==> config.mk <==
export PLATFORM = sky130hd
export DESIGN_NAME = gbr_bank
export DESIGN_NICKNAME = d
export VERILOG_FILES = /design/src/common/gbr_pkg.sv /design/src/rtl/gbr_pin_stage.sv /design/src/rtl/gbr_bank.sv
export VERILOG_INCLUDE_DIRS = /design/src /design/src/common
export SDC_FILE = /design/constraint.sdc
export NUM_CORES = 1
export LEC_CHECK = 0
export BUFFER_PORTS_ARGS = -buffer_cell sky130_fd_sc_hd__buf_4
export CORE_AREA = 2 2 111 113
export CTS_CLUSTER_SIZE = 16
export DETAILED_ROUTE_END_ITERATION = 8
export DIE_AREA = 0 0 113 115
export PLACE_DENSITY = 0.83
export SETUP_SLACK_MARGIN = 0.3
export SLEW_MARGIN = 10
export SYNTH_ARGS = -nofsm -noshare
export SYNTH_HDL_FRONTEND = slang
export SYNTH_SLANG_ARGS = --single-unit
==> constraint.sdc <==
create_clock -name ref_clk_in -period 2.7 [get_ports ref_clk_in]
set_input_delay 0.405 -clock ref_clk_in [delete_from_list [all_inputs] [get_ports ref_clk_in]]
set_output_delay 0.405 -clock ref_clk_in [all_outputs]
set_load 0.02 [all_outputs]
==> src/common/gbr_regs.svh <==
// register offsets, field positions and reset values of the io bank
`ifndef GBR_REGS_SVH
`define GBR_REGS_SVH

`define GBR_ADDR_W        6
`define GBR_DATA_W        32

`define GBR_CTRL_OFS      6'h00
`define GBR_DIFF_OFS      6'h04
`define GBR_DIR_OFS       6'h08
`define GBR_STAT_OFS      6'h0C

`define GBR_CTRL_RXREG    0
`define GBR_CTRL_TXREG    1
`define GBR_CTRL_RXFALL   2
`define GBR_CTRL_TXFALL   3
`define GBR_CTRL_SRC_LSB  4
`define GBR_CTRL_CSEL_LSB 6
`define GBR_CTRL_GEAR_LSB 8
`define GBR_CTRL_BITS     12

`define GBR_STAT_USER     0
`define GBR_STAT_RST      1
`define GBR_STAT_CLKREQ   2
`define GBR_STAT_FORCED   3
`define GBR_STAT_SERDES   4
`define GBR_STAT_CLKLVL   5
`define GBR_STAT_PIN_LSB  16

`define GBR_CTRL_RST      12'h000
`define GBR_DIFF_RST      12'h000
`define GBR_DIR_RST       12'h000

`endif

==> src/common/gbr_pkg.sv <==
// types shared by the io bank design
`default_nettype none
package gbr_pkg;

  typedef logic [5:0]  addr_t;
  typedef logic [31:0] data_t;
  typedef logic [3:0]  gear_t;

  typedef enum logic [1:0] {
    RST_CFG,
    RST_GLOBAL,
    RST_LOCAL,
    RST_SPARE
  } rst_src_t;

  typedef enum logic [1:0] {
    CLK_PLL,
    CLK_APLL,
    CLK_PIN0,
    CLK_PIN1
  } clk_sel_t;

endpackage
`default_nettype wire

==> src/rtl/gbr_pin_stage.sv <==
// one bank pin: input filter, optional rx/tx register stage, pad drive
`timescale 1ns/1ns
`default_nettype none
module gbr_pin_stage (
  input  wire logic clk_in,          // system clock
  input  wire logic reset_in,        // system reset, active high
  input  wire logic bank_rst_in,     // selected bank reset
  input  wire logic rx_reg_en_in,    // receive stage in use
  input  wire logic tx_reg_en_in,    // transmit stage in use
  input  wire logic rx_tick_in,      // receive capture edge
  input  wire logic tx_tick_in,      // transmit launch edge
  input  wire logic diff_en_in,      // differential pair mode
  input  wire logic drive_en_in,     // pin drives outward
  input  wire logic pad_p_in,        // pad level, true side
  input  wire logic pad_n_in,        // pad level, complement side
  input  wire logic core_tx_in,      // value from core
  output logic      pad_p_out,       // pad drive, true side
  output logic      pad_n_out,       // pad drive, complement side
  output logic      pad_p_oe_n_out,  // low while true side driven
  output logic      pad_n_oe_n_out,  // low while complement driven
  output logic      core_rx_out,     // value to core
  output logic      level_out        // filtered pad level
);
  logic raw;
  logic s1_r, s2_r, s3_r, filt_r;
  logic rx_r, tx_r, tx_n_r;

  assign raw = diff_en_in ? (pad_p_in & ~pad_n_in) : pad_p_in;

  always_ff @(posedge clk_in) begin
    if (reset_in) begin
      s1_r   <= 1'b0;
      s2_r   <= 1'b0;
      s3_r   <= 1'b0;
      filt_r <= 1'b0;
    end else begin
      s1_r <= raw;
      s2_r <= s1_r;
      s3_r <= s2_r;
      if (s2_r == s3_r) begin
        filt_r <= s3_r;
      end
    end
  end

  always_ff @(posedge clk_in) begin
    if (reset_in) begin
      rx_r <= 1'b0;
    end else if (rx_reg_en_in) begin
      if (bank_rst_in) begin
        rx_r <= 1'b0;
      end else if (rx_tick_in) begin
        rx_r <= filt_r;
      end
    end else begin
      rx_r <= filt_r;
    end
  end

  always_ff @(posedge clk_in) begin
    if (reset_in) begin
      tx_r   <= 1'b0;
      tx_n_r <= 1'b0;
    end else if (tx_reg_en_in) begin
      if (bank_rst_in) begin
        tx_r   <= 1'b0;
        tx_n_r <= 1'b0;
      end else if (tx_tick_in) begin
        tx_r   <= core_tx_in;
        tx_n_r <= diff_en_in & ~core_tx_in;
      end
    end else begin
      tx_r   <= core_tx_in;
      tx_n_r <= diff_en_in & ~core_tx_in;
    end
  end

  assign pad_p_out      = tx_r;
  assign pad_n_out      = tx_n_r;
  assign pad_p_oe_n_out = ~drive_en_in;
  assign pad_n_oe_n_out = ~(drive_en_in & diff_en_in);
  assign core_rx_out    = rx_r;
  assign level_out      = filt_r;
endmodule // gbr_pin_stage
`default_nettype wire

==> src/rtl/gbr_bank.sv <==
// io bank with registered pin stages, reset source and clock selection
`timescale 1ns/1ns
`default_nettype none
`include "gbr_regs.svh"
module gbr_bank #(
  parameter int DATA_PINS = 8,
  parameter int AUX_PINS  = 2
) (
  input  wire logic           ref_clk_in,       // 50 MHz system clock
  input  wire logic           reset_in,         // sync reset, active high
  input  wire gbr_pkg::addr_t reg_addr_in,      // register byte address
  input  wire gbr_pkg::data_t reg_wdata_in,     // register write data
  input  wire logic           reg_wr_in,        // write strobe
  input  wire logic           reg_rd_in,        // read strobe
  output gbr_pkg::data_t      reg_rdata_out,    // read data, next cycle
  input  wire logic           user_mode_in,     // config unit: user mode
  input  wire logic           glob_rst_pin_in,  // global reset track
  input  wire logic           core_rst_in,      // local reset from core
  input  wire logic           pll_clk_in,       // pll output level
  input  wire logic           apll_clk_in,      // advanced pll or bypass
  input  wire logic [11:0]    pad_p_in,         // pad levels, true side
  input  wire logic [11:0]    pad_n_in,         // pad levels, complement
  output logic      [11:0]    pad_p_out,        // pad drive, true side
  output logic      [11:0]    pad_n_out,        // pad drive, complement
  output logic      [11:0]    pad_p_oe_n_out,   // low while driven
  output logic      [11:0]    pad_n_oe_n_out,   // low while driven
  input  wire logic [11:0]    core_tx_in,       // values from core
  output logic      [11:0]    core_rx_out,      // values to core
  output logic                bank_tick_out,    // bank clock rise pulse
  output logic                bank_rst_out,     // bank reset level
  output logic                serdes_en_out,    // serializer running
  output gbr_pkg::gear_t      serial_gear_ratio_out, // serializer ratio
  output logic                serdes_tick_out   // serializer clock pulse
);
  import gbr_pkg::*;

  localparam int REG_PINS = DATA_PINS + AUX_PINS;
  localparam int NPINS    = REG_PINS + 2;

  generate
    if (DATA_PINS < 1 || AUX_PINS < 0 || NPINS != 12) begin : g_bad
      $error("bank must total twelve pins with two clock pins");
    end
  endgenerate

  // control and pin configuration registers
  logic [11:0] ctrl_r;
  logic [11:0] diff_r;
  logic [11:0] dir_r;
  data_t       rdata_r;

  logic        rx_reg_en;
  logic        tx_reg_en;
  logic        rx_fall;
  logic        tx_fall;
  rst_src_t    src_cfg;
  clk_sel_t    clk_sel;
  gear_t       gear;

  logic        any_reg;
  logic        clk_need;
  logic        forced;
  rst_src_t    src_eff;
  logic        src_rst;
  logic        bank_rst_r;

  logic [2:0]  ext_s1_r, ext_s2_r, ext_s3_r, ext_f_r;
  logic        bank_lvl;
  logic        bank_lvl_d_r;
  logic        rise;
  logic        fall;
  logic        rx_tick;
  logic        tx_tick;
  logic [11:0] pin_lvl;
  logic [11:0] drive_en;

  function automatic logic hit(input addr_t a, input addr_t ofs);
    hit = (a == ofs);
  endfunction

  assign rx_reg_en = ctrl_r[`GBR_CTRL_RXREG];
  assign tx_reg_en = ctrl_r[`GBR_CTRL_TXREG];
  assign rx_fall   = ctrl_r[`GBR_CTRL_RXFALL];
  assign tx_fall   = ctrl_r[`GBR_CTRL_TXFALL];
  assign src_cfg   = rst_src_t'(ctrl_r[`GBR_CTRL_SRC_LSB +: 2]);
  assign clk_sel   = clk_sel_t'(ctrl_r[`GBR_CTRL_CSEL_LSB +: 2]);
  assign gear      = ctrl_r[`GBR_CTRL_GEAR_LSB +: 4];

  // register writes
  always_ff @(posedge ref_clk_in) begin
    if (reset_in) begin
      ctrl_r <= `GBR_CTRL_RST;
    end else if (reg_wr_in && hit(reg_addr_in, `GBR_CTRL_OFS)) begin
      ctrl_r <= reg_wdata_in[11:0];
    end
  end

  always_ff @(posedge ref_clk_in) begin
    if (reset_in) begin
      diff_r <= `GBR_DIFF_RST;
    end else if (reg_wr_in && hit(reg_addr_in, `GBR_DIFF_OFS)) begin
      diff_r <= reg_wdata_in[11:0];
    end
  end

  always_ff @(posedge ref_clk_in) begin
    if (reset_in) begin
      dir_r <= `GBR_DIR_RST;
    end else if (reg_wr_in && hit(reg_addr_in, `GBR_DIR_OFS)) begin
      dir_r <= reg_wdata_in[11:0];
    end
  end

  // read data stand only in the cycle after the strobe
  always_ff @(posedge ref_clk_in) begin
    if (reset_in) begin
      rdata_r <= 32'h0000_0000;
    end else if (!reg_rd_in) begin
      rdata_r <= 32'h0000_0000;
    end else if (hit(reg_addr_in, `GBR_CTRL_OFS)) begin
      rdata_r <= {20'h0_0000, ctrl_r};
    end else if (hit(reg_addr_in, `GBR_DIFF_OFS)) begin
      rdata_r <= {20'h0_0000, diff_r};
    end else if (hit(reg_addr_in, `GBR_DIR_OFS)) begin
      rdata_r <= {20'h0_0000, dir_r};
    end else if (hit(reg_addr_in, `GBR_STAT_OFS)) begin
      rdata_r <= {4'h0, pin_lvl, 10'h000, bank_lvl_d_r, serdes_en_out,
                  forced, clk_need, bank_rst_r, user_mode_in};
    end else begin
      rdata_r <= 32'h0000_0000;
    end
  end

  assign reg_rdata_out = rdata_r;

  // pll, advanced pll and global reset come from other domains
  always_ff @(posedge ref_clk_in) begin
    if (reset_in) begin
      ext_s1_r <= 3'h0;
      ext_s2_r <= 3'h0;
      ext_s3_r <= 3'h0;
      ext_f_r  <= 3'h0;
    end else begin
      ext_s1_r <= {glob_rst_pin_in, apll_clk_in, pll_clk_in};
      ext_s2_r <= ext_s1_r;
      ext_s3_r <= ext_s2_r;
      for (int i = 0; i < 3; i++) begin
        if (ext_s2_r[i] == ext_s3_r[i]) begin
          ext_f_r[i] <= ext_s3_r[i];
        end
      end
    end
  end

  // bank clock selection
  always_comb begin
    case (clk_sel)
      CLK_PLL:  bank_lvl = ext_f_r[0];
      CLK_APLL: bank_lvl = ext_f_r[1];
      CLK_PIN0: bank_lvl = pin_lvl[REG_PINS];
      CLK_PIN1: bank_lvl = pin_lvl[REG_PINS + 1];
      default:  bank_lvl = 1'b0;
    endcase
  end

  always_ff @(posedge ref_clk_in) begin
    if (reset_in) begin
      bank_lvl_d_r <= 1'b0;
    end else begin
      bank_lvl_d_r <= bank_lvl;
    end
  end

  assign any_reg  = rx_reg_en | tx_reg_en;
  assign clk_need = any_reg | (gear > 4'h1);
  assign rise     = clk_need & bank_lvl & ~bank_lvl_d_r;
  assign fall     = clk_need & ~bank_lvl & bank_lvl_d_r;
  assign rx_tick  = rx_fall ? fall : rise;
  assign tx_tick  = tx_fall ? fall : rise;

  assign bank_tick_out    = rise;
  assign serdes_en_out    = gear > 4'h1;
  assign serial_gear_ratio_out = gear;
  assign serdes_tick_out  = serdes_en_out & rise;

  // reset source
  assign forced  = !any_reg && src_cfg != RST_CFG;
  assign src_eff = any_reg ? src_cfg : RST_CFG;

  always_comb begin
    case (src_eff)
      RST_CFG:    src_rst = ~user_mode_in;
      RST_GLOBAL: src_rst = ext_f_r[2];
      RST_LOCAL:  src_rst = core_rst_in;
      default:    src_rst = ~user_mode_in;
    endcase
  end

  always_ff @(posedge ref_clk_in) begin
    if (reset_in) begin
      bank_rst_r <= 1'b1;
    end else begin
      bank_rst_r <= src_rst;
    end
  end

  assign bank_rst_out = bank_rst_r;

  // pins: data, then auxiliary, then the two clock pins
  generate
    for (genvar g = 0; g < NPINS; g++) begin : g_pin
      localparam bit IS_REG = (g < REG_PINS);
      assign drive_en[g] = dir_r[g];
      gbr_pin_stage u_pin (
        .clk_in         (ref_clk_in),
        .reset_in       (reset_in),
        .bank_rst_in    (bank_rst_r),
        .rx_reg_en_in   (IS_REG & rx_reg_en),
        .tx_reg_en_in   (IS_REG & tx_reg_en),
        .rx_tick_in     (rx_tick),
        .tx_tick_in     (tx_tick),
        .diff_en_in     (diff_r[g]),
        .drive_en_in    (drive_en[g]),
        .pad_p_in       (pad_p_in[g]),
        .pad_n_in       (pad_n_in[g]),
        .core_tx_in     (core_tx_in[g]),
        .pad_p_out      (pad_p_out[g]),
        .pad_n_out      (pad_n_out[g]),
        .pad_p_oe_n_out (pad_p_oe_n_out[g]),
        .pad_n_oe_n_out (pad_n_oe_n_out[g]),
        .core_rx_out    (core_rx_out[g]),
        .level_out      (pin_lvl[g])
      );
    end
  endgenerate
endmodule // gbr_bank
`default_nettype wire

==> results.toml, run 1 <==
[sta]
hold_violations = 0
finalSetupViolCount = 0
post-route-min-period_ns = 2.21
skew_ns = 0.0174
slew_violations = 0
worst_pin_slew_ns = 0.689
tns_ns = 0
slew_headroom = 0.541
rsz0062_at_grt = "false"
finalCritPeriodShare = 0.817
max_freq_mhz = 454

[cells_and_area]
final_layout_size_suffix_gt1_frac = 0.276
num-fill-cells = 949
final_common_cell = "buf_4"
final_cell_mix = "163 x buf_4, 158 x dfxtp_1, 66 x mux2i_1"
nets = 819
syn2layout_area_growth_pct = 21.6
diodes = 0
multi_input_comb_area_um2 = 2350
seq_area_um2 = 3160
final_area_um2 = 7620

[grt]
grt_first_pass_wirelength_um = 22000
grt_pass1_vias = 4451
antenna_found_initial = 0
grt_overflow = 0
grtUsageTotal = 0.213
grt_start_max_net_pins = 67

[routing]
highest_layer = "met4"
dr.pass1.iters = 7
viasPerCell = 5.01
drt-met1-wl_um = 5730
route.met2.wl_um = 6770
route.detailed.drc = 11
vias = 4481
wl_per_cell_um = 15.3
dr_wl_met3_um = 957
ant_nets = 0
wl_um = 13700
drtIter0Drc = 293

[place]
placed_area_um2 = 7030
gp_congestion = 0.829
portBuffers = 154
hpwlAfterDp_um = 9740

[setup_path]
endpoint_kind = "primary output"
crit_arrival_ns = 1.80
crit_required_ns = 2.30
r2r_slack_ns = 0.55
worstSetupStartpoint = "ctrl_r[6]$_SDFFE_PP0P_"
regToRegStartpoint = "ctrl_r[6]$_SDFFE_PP0P_"
critPathLaunchType = "register"
cp_max_fo = 4
crit_type = "register to primary output"

[synthesis]
synthSimpleGateAreaFrac = 0.179
synth_compound_area_frac = 0.0641
synth_top_flop_cell = "dfxtp_1"
ys_seq_area_frac = 0.505
synth_seq_cells = 158
synth_edf_count = 0
synthAdderAreaFrac = 0.00399
synth_xor_area_frac = 0
syn_avg_cell_area_um2 = 9.72
synth.cell_area_um2 = 6270
synthArstFlopShare = 0
yosys_warnings = 0
synth_top_family_by_area = "simple AND/OR/NAND/NOR gates"
syn_inst = 645
synthMuxAreaShare = 0.123
synthDistinctLibCells = 36

[floorplanning]
start_util = 0.531
dieArea_um2 = 13000
die_y_um = 115
placeableCoreArea_um2 = 11800
die_w_um = 113
rows = 40
ios = 183

[clock_tree]
clkSinkCount = 158
ctsResizeCount = 0
clk_pin_slew_ns = 0.07
cts_tree = "yes"
cts-buffers-inserted = 17
cts.root.buffer_cell = "clkbuf_16"
cts-hold-fix-buffers = 0
clk_path_buf_depth = 2
htreeDepth = 4
clock_latency_ns = 0.41
post_cts_buffers = 0

[run_status]
violations = "DRC"
status = "complete, but fails checks"

[pwr]
power.leakage_nw = 3.37
vdd_drop_max_mv = 0.354
p_per_area_nw_per_um2 = 660

[job]
drv_cap = 0

[worst_hold_path]
hold_class = "input pin to register"
hold_path.startpoint = "core_tx_in[10]"
[registers in the layout (all words and copies together) (netlist names), 3 cells and up]
| register | cells |
|---|---|
| g_pin.u_pin.pad_n_out | 12 |
| g_pin.u_pin.pad_p_out | 12 |
| dir_r | 12 |
| ext_s2_r | 3 |
| g_pin.u_pin.core_rx_out | 12 |
| g_pin.u_pin.level_out | 12 |
| ctrl_r | 12 |
| ext_s1_r | 3 |
| g_pin.u_pin.s2_r | 12 |
| reg_rdata_out | 24 |
| ext_f_r | 3 |
| diff_r | 12 |
| g_pin.u_pin.s1_r | 12 |
| g_pin.u_pin.s3_r | 12 |
| ext_s3_r | 3 |
[critical path: stages (launching register included)]
cell,delay (ns)
dfxtp_1,0.38
mux4_2,0.58
nand2b_2,0.16
a21oi_1,0.08
buf_4,0.19
[power by group]
group | switching, mW | total, mW | internal (mW)
registers | 0.0192 | 2.39 | 2.37
clock network | 0.977 | 2.38 | 1.41
logic | 0.132 | 0.254 | 0.122
[logic make-up (layout without fill, tap and decap cells)]
| group | after synthesis | in the layout |
|---|---|---|
| buf+inv | 128 | 223 |
| simple gates | 216 | 216 |
| mux | 71 | 71 |
| flops | 158 | 158 |
| fa+ha+maj | 2 | 2 |
| other cells | 1 | 8 |
| compound gates | 69 | 69 |
[routing by layer]
layer,track usage,vias up
met5,0,-
met1,0.266,2105
li1,-,2203
met4,0.0829,0
met2,0.352,151
met3,0.0611,22
[layout make-up]
class	count	share of cell area
Sequential cell	158	0.415
Multi-Input combinational cell	366	0.308
Timing Repair Buffer	163	0.161
Clock buffer	18	0.0576
Tap cell	147	0.0241
Clock inverter	14	0.0205
Inverter	28	0.0138
[stage by stage]
| step | worst slack, ns | utilization | instances | total power [mW] | hold slack, ns |
|---|---|---|---|---|---|
| after floorplan | 1.09 | - | 652 | 2.59 | 0.414 |
| after global placement | 0.657 | 0.595 | 862 | 2.69 | 0.422 |
| after detailed placement | 0.571 | 0.595 | 862 | 2.70 | 0.423 |
| after CTS | 0.469 | 0.645 | 894 | 5.07 | 0.143 |
| after global routing | 0.401 | 0.645 | 894 | 5.21 | 0.148 |
| final | 0.495 | 0.645 | 894 | 5.03 | 0.159 |
[worst paths after layout]
path,end,depth (start not counted)
worst min register to register,g_pin[2].u_pin.s2_r$_SDFF_PP0_,1
worst min-delay path,g_pin[10].u_pin.pad_n_out$_SDFF_PP0_,2
worst max register to register,g_pin[4].u_pin.pad_p_out$_SDFFE_PP0P_,4
worst max-delay path,bank_tick_out,4
[cell usage after synthesis (3+ instances only)]
cell type    n  share of area
nand2_1     53          0.032
buf_2        4         0.0032
buf_6        3         0.0054
buf_4       72          0.086
mux4_2       5          0.018
mux2i_1     66           0.11
nand3b_1    10          0.012
nand3_1      3         0.0024
a21oi_1     33          0.026
nand2b_1    30          0.030
nor2b_1     44          0.044
nor3_1       7         0.0056
o21ai_0     17          0.014
a211oi_1    12          0.014
and2_1      12          0.012
and3_1       3         0.0030
inv_1       28          0.017
dfxtp_1    158           0.50
clkbuf_1    18          0.011
nor2_1      47          0.028
(Power assumes the default switching activity.)
==> run 2: changes to the inputs <==
--- a/config.mk
+++ b/config.mk
@@ -7,11 +7,11 @@
 export NUM_CORES = 1
 export LEC_CHECK = 0
 export BUFFER_PORTS_ARGS = -buffer_cell sky130_fd_sc_hd__buf_4
-export CORE_AREA = 2 2 111 113
+export CORE_AREA = 2 2 119 121
 export CTS_CLUSTER_SIZE = 16
 export DETAILED_ROUTE_END_ITERATION = 8
-export DIE_AREA = 0 0 113 115
-export PLACE_DENSITY = 0.83
+export DIE_AREA = 0 0 121 123
+export PLACE_DENSITY = 0.76
 export SETUP_SLACK_MARGIN = 0.3
 export SLEW_MARGIN = 10
 export SYNTH_ARGS = -nofsm -noshare
==> constraint.sdc (replaced) <==
create_clock -name ref_clk_in -period 1.96 [get_ports ref_clk_in]
set_input_delay 0.294 -clock ref_clk_in [delete_from_list [all_inputs] [get_ports ref_clk_in]]
set_output_delay 0.294 -clock ref_clk_in [all_outputs]
set_load 0.02 [all_outputs]
==> run 2 against run 1 <==
The flow now finishes without violations; sequential share of layout area is 1.4 points lower; sequential power grew 38%; critical path depth is the same; sequential cell count unchanged; die area up 15%; combinational power rose by 39%; largest cell class unchanged; largest power group is now clock.
==> results.toml, run 2 (synthesis results as in run 1) <==
[cells_and_area]
final_common_cell = "buf_4"
nets = 830
final_area_um2 = 7910
final_cell_mix = "166 x buf_4, 151 x dfxtp_1, 66 x mux2i_1"
syn2layout_area_growth_pct = 26.2
final_layout_size_suffix_gt1_frac = 0.295
largest_reg_flops = 24
fin_cells = 936
diodes = 0
final_util = 0.581

[sta]
finalCritPeriodShare = 0.981
slew_violations = 0
finalSetupViolCount = 0
max_freq_mhz = 520
hold_violations = 0
worst_pin_slew_ns = 0.572
rsz0062_at_grt = "true"
hold_slack_ns = 0.0350
slew_headroom = 0.619
skew_ns = 0.00959
post-route-min-period_ns = 1.92

[floorplanning]
die_y_um = 123
placeableCoreArea_um2 = 13600
dieArea_um2 = 14900
rows = 43
start_util = 0.460
die_w_um = 121
ios = 183

[grt]
grt_pass1_vias = 4442
grtUsageTotal = 0.202
grt_start_max_net_pins = 66
antenna_found_initial = 0
grt_first_pass_wirelength_um = 22700
grt_overflow = 0

[clock_tree]
cts-buffers-inserted = 17
clk_pin_slew_ns = 0.06
clkSinkCount = 158
cts-hold-fix-buffers = 0
htreeDepth = 4
clk_path_buf_depth = 2
cts.root.buffer_cell = "clkbuf_16"
cts_tree = "yes"
clock_latency_ns = 0.42

[routing]
ant_nets = 0
route.detailed.drc = 0
wl_per_cell_um = 15.7
viasPerCell = 4.82
dr.pass1.iters = 4
wl_um = 14700
drtIter0Drc = 268
vias = 4514

[pwr]
power.leakage_nw = 3.47
p_per_area_nw_per_um2 = 892
finalPower_mw = 7.06
vdd_drop_max_mv = 0.521

[setup_path]
path_buf_inv = 1
endpoint_kind = "primary output"
crit_path_cell_trace = "mux4_2 > nand2b_4 > a21oi_2 > buf_6"
crit_family = "multiplexers"
critPathLaunchType = "register"
crit_type = "register to primary output"
slowest_delay_ns = 0.56
crit_arrival_ns = 1.63
cp_slowest_cell = "mux4_2"
crit_required_ns = 1.67
cp_max_fo = 3

[job]
drv_cap = 0

[place]
placed_cells = 899
portBuffers = 154
hpwlAfterDp_um = 10300
placed_area_um2 = 7110
gp_congestion = 0.832

[worst_hold_path]
hold_class = "input pin to register"

[run_status]
status = "finished, final reports clean"
[run 2: changes by cell type in the layout (fill, tap and decap cells not counted), moves of 2 or more]
cell        delta
buf_4          +3
clkbuf_8       +2
inv_6          -5
bufinv_16      +2
o221a_4        +3
buf_16         +2
o221a_2        -2
buf_6          +3
dfxtp_2        +7
dfxtp_1        -7
nor2_1         -2
clkbuf_1       +4
clkinvlp_4     -2
[run 2: routing by layer]
layer	up-vias	part of all wire	wire length, µm	GRT usage
li1	2232	-	-	-
met1	2133	0.44	6450	0.253
met2	136	0.48	7110	0.330
met3	13	0.066	972	0.0646
met4	0	0.012	171	0.0705
met5	-	0	0	0
[run 2: layout make-up]
class | count | area (µm²)
Multi-Input combinational cell | 367 | 2410
Clock buffer | 24 | 482
Tap cell | 180 | 225
Timing Repair Buffer | 173 | 1380
Sequential cell | 158 | 3170
Fill cell | 1196 | 5700
Clock inverter | 6 | 133
Inverter | 28 | 105
[run 2: timing repair]
action / in CTS / in global routing
setup endpoints to repair: 33 / 34
resized for setup: 10 / 12
setup buffers: 3 / 0
pin swaps: 0 / 1
cloned: 3 / 1
[run 2: final timing paths]
path,start,end,slack (ns),cells after the start
worst min-delay path,core_tx_in[10],g_pin[10].u_pin.pad_n_out$_SDFF_PP0_,0.04,2
worst max register to register,ctrl_r[6]$_SDFFE_PP0P_,g_pin[0].u_pin.pad_n_out$_SDFFE_PP0P_,0.06,6
worst min register to register,ext_s1_r[0]$_SDFF_PP0_,ext_s2_r[0]$_SDFF_PP0_,0.43,1
worst max-delay path,ctrl_r[6]$_SDFFE_PP0P_,bank_tick_out,0.04,4
[run 2: report_power, final]
part           internal [mW]  switching [mW]  total [mW]
Sequential              3.27          0.0276        3.30
Combinational          0.171           0.183       0.354
Clock                   2.22            1.19        3.41
Total                   5.66            1.40        7.06
[run 2: per-stage QoR]
step           setup TNS (ns)  worst slack [ns]
3_3_place_gp                0             0.139
3_5_place_dp                0            0.0714
6_report                    0            0.0375
4_1_cts                     0           0.00617
2_1_floorplan               0             0.358
5_1_grt               -0.0117          -0.00959
